[src/spmp_pkg.sv]
// Purpose: constants shared by the serial port block
// Assumes: 250 MHz system clock
// Notes:   register offsets are word indices on a plain register port
package spmp_pkg;

  // register offsets
  localparam logic [2:0] OFS_CONTROL  = 3'h0;
  localparam logic [2:0] OFS_FLAGS    = 3'h1;
  localparam logic [2:0] OFS_DATA     = 3'h2;
  localparam logic [2:0] OFS_DIR      = 3'h3;
  localparam logic [2:0] OFS_PORT_OUT = 3'h4;

  // control fields
  localparam int CTL_IE   = 7;
  localparam int CTL_PE   = 6;
  localparam int CTL_WOM  = 5;
  localparam int CTL_MS   = 4;
  localparam int CTL_POL  = 3;
  localparam int CTL_PHA  = 2;
  localparam int CTL_RHI  = 1;
  localparam int CTL_RLO  = 0;
  localparam logic [7:0] CONTROL_RST = 8'h00;

  // flag fields
  localparam int FLG_DONE = 7;
  localparam int FLG_WRITE_COLLISION_FLAG = 6;
  localparam int FLG_MODE_FAULT_FLAG = 4;

  // port d bits used by the serial port
  localparam int PD_SS   = 5;
  localparam int PD_SCK  = 4;
  localparam int PD_MOSI = 3;
  localparam int PD_MISO = 2;
  localparam logic [7:0] DIR_RST  = 8'h00;
  localparam logic [7:0] PORT_RST = 8'hff;

  // bit periods and half-period counts
  localparam int CLK_MHZ      = 250;
  localparam int PER_NS_2M    = 500;
  localparam int PER_NS_1M    = 1000;
  localparam int PER_NS_250K  = 4000;
  localparam int PER_NS_125K  = 8000;
  localparam logic [9:0] HALF_2M   = 10'(PER_NS_2M * CLK_MHZ / 2000);
  localparam logic [9:0] HALF_1M   = 10'(PER_NS_1M * CLK_MHZ / 2000);
  localparam logic [9:0] HALF_250K = 10'(PER_NS_250K * CLK_MHZ / 2000);
  localparam logic [9:0] HALF_125K = 10'(PER_NS_125K * CLK_MHZ / 2000);

  localparam logic [3:0] LAST_EDGE = 4'hf;

  typedef enum logic [0:0] {
    ST_IDLE = 1'b0,
    ST_RUN  = 1'b1
  } spmp_state_e;

endpackage

[src/spmp_port.sv]
// Purpose: serial peripheral port, master or slave, one byte per exchange
// Assumes: link pins arrive unsynchronised; register port on clk
// Notes:   slave edges are found by oversampling the link clock
//
// Function
// - only the master starts a full-duplex byte exchange
// - master drives mosi, slave drives miso
// - master data write starts clock and shift
// - exchange end sets done flag, interrupt
// - interrupt enable gates done, collision, fault
// - master select picks role; slave forces ss input
// - master: ss direction bit picks gpio or input
// - master with ss input low: mode fault
// - wired-or mode: outputs never drive high
// - polarity sets idle level and leading edge
// - phase picks leading or trailing valid edge
// - data changes half period before valid edge
// - phase 0 needs ss toggle between bytes
// - two low control bits set master rate
// - master drives clock and selects via ss
// - dummy write clocks in receive-only data
// - unselected slave ignores clock, floats miso
// - flags read then data access clears done
// - data write while busy flags collision
// - mode fault clears directions, master, enable
`timescale 1ns/1ps
`default_nettype none

module spmp_port (
  input  wire logic       clk,
  input  wire logic       nrst,
  input  wire logic [2:0] addr,
  input  wire logic [7:0] wr_data,
  input  wire logic       wr_stb,
  input  wire logic       rd_stb,
  output logic      [7:0] rd_data,
  output logic            irq,
  input  wire logic       sck_i,
  output logic            sck_o,
  output logic            sck_oe,
  input  wire logic       mosi_i,
  output logic            mosi_o,
  output logic            mosi_oe,
  input  wire logic       miso_i,
  output logic            miso_o,
  output logic            miso_oe,
  input  wire logic       ss_n_i,
  output logic            ss_n_o,
  output logic            ss_n_oe
);

  ////////////////////////////////////////////////////////////////////////////
  // pin synchronisers: stage a is read only by stage b
  logic [3:0] sync_a_r;
  logic [3:0] sync_b_r;
  logic       sck_prev_r;

  always_ff @(posedge clk or negedge nrst) begin
    if (!nrst) begin
      sync_a_r   <= 4'h1; // select starts at its idle high level
      sync_b_r   <= 4'h1;
      sck_prev_r <= 1'b0;
    end else begin
      sync_a_r   <= {sck_i, mosi_i, miso_i, ss_n_i};
      sync_b_r   <= sync_a_r;
      sck_prev_r <= sync_b_r[3];
    end
  end

  logic sck_s, mosi_s, miso_s, ss_s;
  assign {sck_s, mosi_s, miso_s, ss_s} = sync_b_r;

  ////////////////////////////////////////////////////////////////////////////
  // state
  spmp_pkg::spmp_state_e state_r, state_nxt;
  logic [7:0] ctl_r, ctl_nxt;
  logic [7:0] flg_r, flg_nxt;
  logic [7:0] dir_r, dir_nxt;
  logic [7:0] pout_r, pout_nxt;
  logic [7:0] tx_r, tx_nxt;
  logic [7:0] rx_r, rx_nxt;
  logic [7:0] rbuf_r, rbuf_nxt;
  logic [9:0] div_r, div_nxt;
  logic [3:0] edge_r, edge_nxt;
  logic       msck_r, msck_nxt;
  logic [2:0] armed_r, armed_nxt;
  logic [7:0] rd_r, rd_nxt;
  logic       irq_r, irq_nxt;

  logic       pe, ms, pol, pha, wom;
  logic [9:0] half;
  logic       wr_ctl, wr_dat, rd_dat, rd_flg;
  logic       tick, edge_evt, lead, sample, shift, done, busy, mode_fault_flag_evt;

  assign pe  = ctl_r[spmp_pkg::CTL_PE];
  assign ms  = ctl_r[spmp_pkg::CTL_MS];
  assign pol = ctl_r[spmp_pkg::CTL_POL];
  assign pha = ctl_r[spmp_pkg::CTL_PHA];
  assign wom = ctl_r[spmp_pkg::CTL_WOM];

  assign wr_ctl = wr_stb && addr == spmp_pkg::OFS_CONTROL;
  assign wr_dat = wr_stb && addr == spmp_pkg::OFS_DATA;
  assign rd_dat = rd_stb && addr == spmp_pkg::OFS_DATA;
  assign rd_flg = rd_stb && addr == spmp_pkg::OFS_FLAGS;

  always_comb begin
    case ({ctl_r[spmp_pkg::CTL_RHI], ctl_r[spmp_pkg::CTL_RLO]})
      2'b00:   half = spmp_pkg::HALF_2M;
      2'b01:   half = spmp_pkg::HALF_1M;
      2'b10:   half = spmp_pkg::HALF_250K;
      default: half = spmp_pkg::HALF_125K;
    endcase
  end

  // master edges come from the divider, slave edges from the sampled pin
  assign tick = ms && state_r == spmp_pkg::ST_RUN && div_r == half - 10'h001;
  always_comb begin
    if (ms) begin
      edge_evt = tick;
      lead     = !edge_r[0];
    end else begin
      edge_evt = pe && !ss_s && (sck_s != sck_prev_r);
      lead     = (sck_prev_r == pol);
    end
  end
  assign sample = edge_evt && (lead != pha);
  assign shift  = edge_evt && (lead == pha) && !(pha && edge_r == 4'h0);
  assign done   = edge_evt && edge_r == spmp_pkg::LAST_EDGE;
  assign busy   = ms ? (state_r == spmp_pkg::ST_RUN) : (edge_r != 4'h0);
  assign mode_fault_flag_evt = pe && ms && !dir_r[spmp_pkg::PD_SS] && !ss_s;

  ////////////////////////////////////////////////////////////////////////////
  // next values
  always_comb begin
    state_nxt = state_r;
    ctl_nxt   = ctl_r;
    flg_nxt   = flg_r;
    dir_nxt   = dir_r;
    pout_nxt  = pout_r;
    tx_nxt    = tx_r;
    rx_nxt    = rx_r;
    rbuf_nxt  = rbuf_r;
    div_nxt   = div_r;
    edge_nxt  = edge_r;
    msck_nxt  = msck_r;
    armed_nxt = armed_r;
    rd_nxt    = 8'h00;

    if (wr_stb && addr == spmp_pkg::OFS_DIR)      dir_nxt  = wr_data;
    if (wr_stb && addr == spmp_pkg::OFS_PORT_OUT) pout_nxt = wr_data;
    if (wr_ctl) ctl_nxt = wr_data;

    // flag clears need a flags read first; a new event wins below
    if (rd_flg) armed_nxt = {flg_r[spmp_pkg::FLG_DONE], flg_r[spmp_pkg::FLG_WRITE_COLLISION_FLAG],
                             flg_r[spmp_pkg::FLG_MODE_FAULT_FLAG]};
    if ((rd_dat || wr_dat) && armed_r[2]) flg_nxt[spmp_pkg::FLG_DONE] = 1'b0;
    if ((rd_dat || wr_dat) && armed_r[1]) flg_nxt[spmp_pkg::FLG_WRITE_COLLISION_FLAG] = 1'b0;
    if (wr_ctl && armed_r[0]) flg_nxt[spmp_pkg::FLG_MODE_FAULT_FLAG] = 1'b0;
    if (rd_dat || wr_dat) armed_nxt[2:1] = 2'b00;
    if (wr_ctl) armed_nxt[0] = 1'b0;

    if (wr_dat && busy) flg_nxt[spmp_pkg::FLG_WRITE_COLLISION_FLAG] = 1'b1;
    else if (wr_dat) tx_nxt = wr_data;

    if (!pe || (!ms && ss_s && !pha)) edge_nxt = 4'h0;

    if (ms && pe && state_r == spmp_pkg::ST_IDLE && wr_dat) begin
      state_nxt = spmp_pkg::ST_RUN;
      div_nxt   = 10'h000;
      edge_nxt  = 4'h0;
      msck_nxt  = pol;
    end
    if (state_r == spmp_pkg::ST_RUN) begin
      div_nxt = tick ? 10'h000 : div_r + 10'h001;
      if (tick) msck_nxt = !msck_r;
    end

    if (edge_evt && pe) begin
      edge_nxt = edge_r + 4'h1;
      if (sample) rx_nxt = {rx_r[6:0], ms ? miso_s : mosi_s};
      if (shift)  tx_nxt = {tx_r[6:0], 1'b0};
    end
    if (done && pe) begin
      flg_nxt[spmp_pkg::FLG_DONE] = 1'b1;
      rbuf_nxt  = sample ? {rx_r[6:0], ms ? miso_s : mosi_s} : rx_r;
      state_nxt = spmp_pkg::ST_IDLE;
      edge_nxt  = 4'h0;
      msck_nxt  = pol;
    end

    if (mode_fault_flag_evt) begin
      flg_nxt[spmp_pkg::FLG_MODE_FAULT_FLAG] = 1'b1;
      dir_nxt   = 8'h00;
      ctl_nxt[spmp_pkg::CTL_MS] = 1'b0;
      ctl_nxt[spmp_pkg::CTL_PE] = 1'b0;
      state_nxt = spmp_pkg::ST_IDLE;
      edge_nxt  = 4'h0;
      msck_nxt  = pol;
    end
    if (!pe || !ms) state_nxt = spmp_pkg::ST_IDLE;
    if (state_nxt == spmp_pkg::ST_IDLE) msck_nxt = ctl_nxt[spmp_pkg::CTL_POL];

    if (rd_stb) begin
      case (addr)
        spmp_pkg::OFS_CONTROL:  rd_nxt = ctl_r;
        spmp_pkg::OFS_FLAGS:    rd_nxt = flg_r;
        spmp_pkg::OFS_DATA:     rd_nxt = rbuf_r;
        spmp_pkg::OFS_DIR:      rd_nxt = dir_r;
        spmp_pkg::OFS_PORT_OUT: rd_nxt = pout_r;
        default:                rd_nxt = 8'h00;
      endcase
    end
    irq_nxt = ctl_nxt[spmp_pkg::CTL_IE] && (flg_nxt[spmp_pkg::FLG_DONE] ||
              flg_nxt[spmp_pkg::FLG_WRITE_COLLISION_FLAG] || flg_nxt[spmp_pkg::FLG_MODE_FAULT_FLAG]);
  end

  always_ff @(posedge clk or negedge nrst) begin
    if (!nrst) begin
      state_r <= spmp_pkg::ST_IDLE;
      ctl_r   <= spmp_pkg::CONTROL_RST;
      flg_r   <= 8'h00;
      dir_r   <= spmp_pkg::DIR_RST;
      pout_r  <= spmp_pkg::PORT_RST;
      tx_r    <= 8'h00;
      rx_r    <= 8'h00;
      rbuf_r  <= 8'h00;
      div_r   <= 10'h000;
      edge_r  <= 4'h0;
      msck_r  <= 1'b0;
      armed_r <= 3'h0;
      rd_r    <= 8'h00;
      irq_r   <= 1'b0;
    end else begin
      state_r <= state_nxt;
      ctl_r   <= ctl_nxt;
      flg_r   <= flg_nxt;
      dir_r   <= dir_nxt;
      pout_r  <= pout_nxt;
      tx_r    <= tx_nxt;
      rx_r    <= rx_nxt;
      rbuf_r  <= rbuf_nxt;
      div_r   <= div_nxt;
      edge_r  <= edge_nxt;
      msck_r  <= msck_nxt;
      armed_r <= armed_nxt;
      rd_r    <= rd_nxt;
      irq_r   <= irq_nxt;
    end
  end

  ////////////////////////////////////////////////////////////////////////////
  // pins; wired-or mode only ever pulls low, pull-ups must be fitted
  function automatic logic drive(input logic en, input logic val, input logic w);
    drive = en && !(w && val);
  endfunction

  assign rd_data = rd_r;
  assign irq     = irq_r;
  assign sck_o   = msck_r;
  assign mosi_o  = tx_r[7];
  assign miso_o  = tx_r[7];
  assign ss_n_o  = pout_r[spmp_pkg::PD_SS];
  assign sck_oe  = drive(pe && ms && dir_r[spmp_pkg::PD_SCK], msck_r, wom);
  assign mosi_oe = drive(pe && ms && dir_r[spmp_pkg::PD_MOSI], tx_r[7], wom);
  assign miso_oe = drive(pe && !ms && !ss_s && dir_r[spmp_pkg::PD_MISO], tx_r[7], wom);
  assign ss_n_oe = drive(ms && dir_r[spmp_pkg::PD_SS], pout_r[spmp_pkg::PD_SS], wom);
endmodule

`default_nettype wire

[config.mk]
export PLATFORM = sky130hd
export DESIGN_NAME = spmp_port
export DESIGN_NICKNAME = d
export VERILOG_FILES = /design/src/spmp_pkg.sv /design/src/spmp_port.sv
export SDC_FILE = /design/constraint.sdc
export NUM_CORES = 1
export LEC_CHECK = 0
export ABC_CLOCK_PERIOD_IN_PS = 2200
export BUFFER_PORTS_ARGS = -buffer_cell sky130_fd_sc_hd__buf_2
export CAP_MARGIN = 15
export CORE_ASPECT_RATIO = 1.1
export CORE_MARGIN = 2
export CORE_UTILIZATION = 49
export CTS_BUF_LIST = sky130_fd_sc_hd__clkbuf_4 sky130_fd_sc_hd__clkbuf_8
export DETAILED_ROUTE_END_ITERATION = 6
export PLACE_DENSITY_LB_ADDON = 0.1
export SYNTH_ARGS = -nofsm -noshare
export SYNTH_HDL_FRONTEND = slang
export SYNTH_SLANG_ARGS = --single-unit
[constraint.sdc]
create_clock -name clk -period 2.2 [get_ports clk]
set_input_delay 0.44 -clock clk [delete_from_list [all_inputs] [get_ports clk]]
set_output_delay 0.44 -clock clk [all_outputs]
set_load 0.01 [all_outputs]
==> summary.txt <==
syn_nets: 401
placed cells: 551
status: finished with violations
fin cells: 571
Max Cap Viol: 0
Synth Register Bits: 88
Placeable Area: 8410 sq um
crit path launch type: flop
initial antenna violation count: 0
final core occ: 0.614
FF+latch area: 2220 sq um
Synth Warn #: 0
critical path arrival: 2.62 ns
share of cells above drive strength 1: 0.376
top-area cell type share of the netlist area: 0.459
max-slew violations: 0
routed via count: 3,192
Synth-to-Final Area Change: 21.6%
# fillers: 736
CTS tree: yes
Synth cell types: 52
total CTS buffers: 9
first-pass GRT wire length: 16,400 um
RSZ-0062 raised after global routing: true
clk slew on worst S/H paths: 0.10 ns
sequential area share after synthesis: 0.521
number of nets in the layout: 477
Final Hold Viols: 0
post-route ant nets: 0
Slew Limit Headroom: 0.545
failing checks: setup timing
power density over the cells: 913 nW/um^2
depth of the CTS H-tree: 3
initial core utilization: 0.505
Required @ worst endpoint: 2.45 ns
WL per Instance: 18.0 um
HP Class: primary input to async pin
Post-Syn Instances: 379
asr flop ratio synth: 1.00
Worst Tran Pin Value: 0.675 ns
largest net degree at the start of global routing: 38
vias in the first global route: 3,198
Placement Setup Slack: -0.109 ns
ranking of synthesized cells by area: dfrtp_1 (46%), mux2_2 (12%), dfstp_2 (6.2%), nand2_1 (3.7%), a21oi_1 (3.2%)
Die Span X: 92.8 um
fin crit share: 1.08
post-synth top area cell: dfrtp_1
multi-input logic area: 2040 sq um
worst skew pair latency: 0.36 ns
final clock skew: 0.0130 ns
# clock sinks: 88
power after layout: 4720 uW
clock root cell: clkbuf_8
grt ovf: 0
Initial DRC Count: 137
final worst slack: -0.167 ns
Die ar.: 9430 sq um
Ports: 36
Port Buffers: 35
Setup crit end kind: flop
final setup vio count: 23
Post-CTS Hold Fix Bufs: 0
RePlAce Congestion: 0.851
EDFF count, synth: 0
P_leak: 0.00234 uW
maximum clock insertion buffer count: 2
1st-pass router iterations: 4
maximum VDD drop: 494 uV
vias per inst: 5.59
detailed placement HPWL: 7410 um
row cnt: 35
post-synthesis cell area: 4250 sq um
n_diodes: 0
final wirelength: 10,300 um
kind of critical path: flop to flop
All-Layer GR Usage: 0.227
chip height: 102 um
CP max FO: 8
top_reg_cell synth: dfrtp_1
Fin Setup TNS: -2.70 ns
post-layout min period: 2.37 ns
Max Freq: 423 MHz
FF-to-FF path depth: 7
Avg Cell Area, Syn: 11.2 sq um
DRC violations left: 0
state kept, by name, summed over array words and instances, names as in the netlist, 4 cells and up:
register	flops
sync_a_r	4
rx_r	8
tx_r	8
edge_r	4
pout_r	8
sync_b_r	4
rd_data	8
rbuf_r	8
dir_r	8
ctl_r	8
div_r	10
final cells by class:
type,count,share of cell area
clock inverter,6,0.00969
sequential,88,0.429
clock buffer,10,0.0254
timing repair buffer,79,0.109
inverter,8,0.00581
tap,111,0.0269
multi-input combinational,269,0.394
timing repair:
item / 4_1_cts / 5_1_grt
cloned: 0 / 0
pin swaps: 0 / 9
endpoints found under the setup margin: 10 / 23
setup buffers: 0 / 4
resized for setup: 6 / 23
kinds of logic after synthesis:
group                      count (synthesis)  share of synthesized area
AOI/OAI and AO/OA                         82                      0.133
xor gates and xnor gates                   6                     0.0124
DFF                                       88                      0.521
muxes                                     62                      0.161
and+or+nand+nor                          116                      0.139
buffers and inverters                     22                     0.0239
adders and majority gates                  3                    0.00883
stage by stage:
stage                     area (sq um)  hold slack, ns
final                             5170          0.0196
after global routing              5170          0.0495
after CTS                         5050          0.0233
after detailed placement          4840           0.336
after global placement            4840           0.333
after floorplan                   4250           0.144
worst max-delay path: stages (launching register included):
cell	delay (ns)
dfrtp_2	0.44
and3b_1	0.19
a211o_1	0.28
a211o_1	0.32
o31ai_4	0.30
buf_12	0.17
mux2_4	0.31
mux2_4	0.26
worst paths after layout:
kind / startpoint / end / slack, ns
min reg2reg: sync_a_r[3] / sync_b_r[3] / 0.35
max: ctl_r[1] / rbuf_r[1] / -0.17
max in group asynchronous: nrst / pout_r[4] / 1.51
min: nrst / div_r[3] / 0.02
max reg2reg: ctl_r[1] / rbuf_r[1] / -0.17
min in group clk: ss_n_i / sync_a_r[0] / 0.17
where the power goes:
group / switching, uW / internal, uW / total, uW
Clock: 620 / 440 / 1060
Sequential: 257 / 1980 / 2240
Combinational: 728 / 691 / 1420
cell usage after synthesis, drive strengths merged (4+ instances only):
master	n
a22oi	13
nand2b	9
buf	8
nor2	21
xnor2	5
mux2	52
mux2i	10
o21ai	10
dfrtp	78
nand3	9
inv	8
a21oi	28
nor3	4
nor3b	6
and3	6
a22o	5
nand2	42
clkbuf	6
a31oi	6
dfstp	10
a211o	5
and2	4
per-layer routing:
metal,part of all wire,wire length (um),GRT usage,vias to the layer above
met5,0,0,0,-
met4,0.016,168,0.0803,0
met3,0.040,414,0.0313,14
met2,0.48,4960,0.370,67
met1,0.46,4740,0.314,1597
li1,-,-,-,1514
placed cells by master (no fill, tap or decap), types with 2 or more instances in the layout:
cell type / instances
a31oi_1: 6
nand2b_1: 9
a21o_1: 2
buf_2: 34
and3_1: 6
o21ai_0: 9
nor3b_1: 4
mux2i_1: 10
buf_12: 4
dfstp_2: 10
mux2_4: 18
nand2_1: 42
mux2_2: 34
and2_1: 3
dfrtp_2: 2
a22o_1: 5
nor2_1: 20
a211o_1: 5
a22oi_1: 13
nor3_1: 3
o211ai_1: 2
nor4b_2: 2
or3_1: 2
nand3_1: 9
clkbuf_8: 9
nor2b_1: 3
ha_1: 3
inv_1: 8
dfrtp_1: 76
buf_4: 40
xnor2_1: 5
inv_6: 2
a21oi_1: 27
Note: power is estimated with default switching activity, not from simulation.
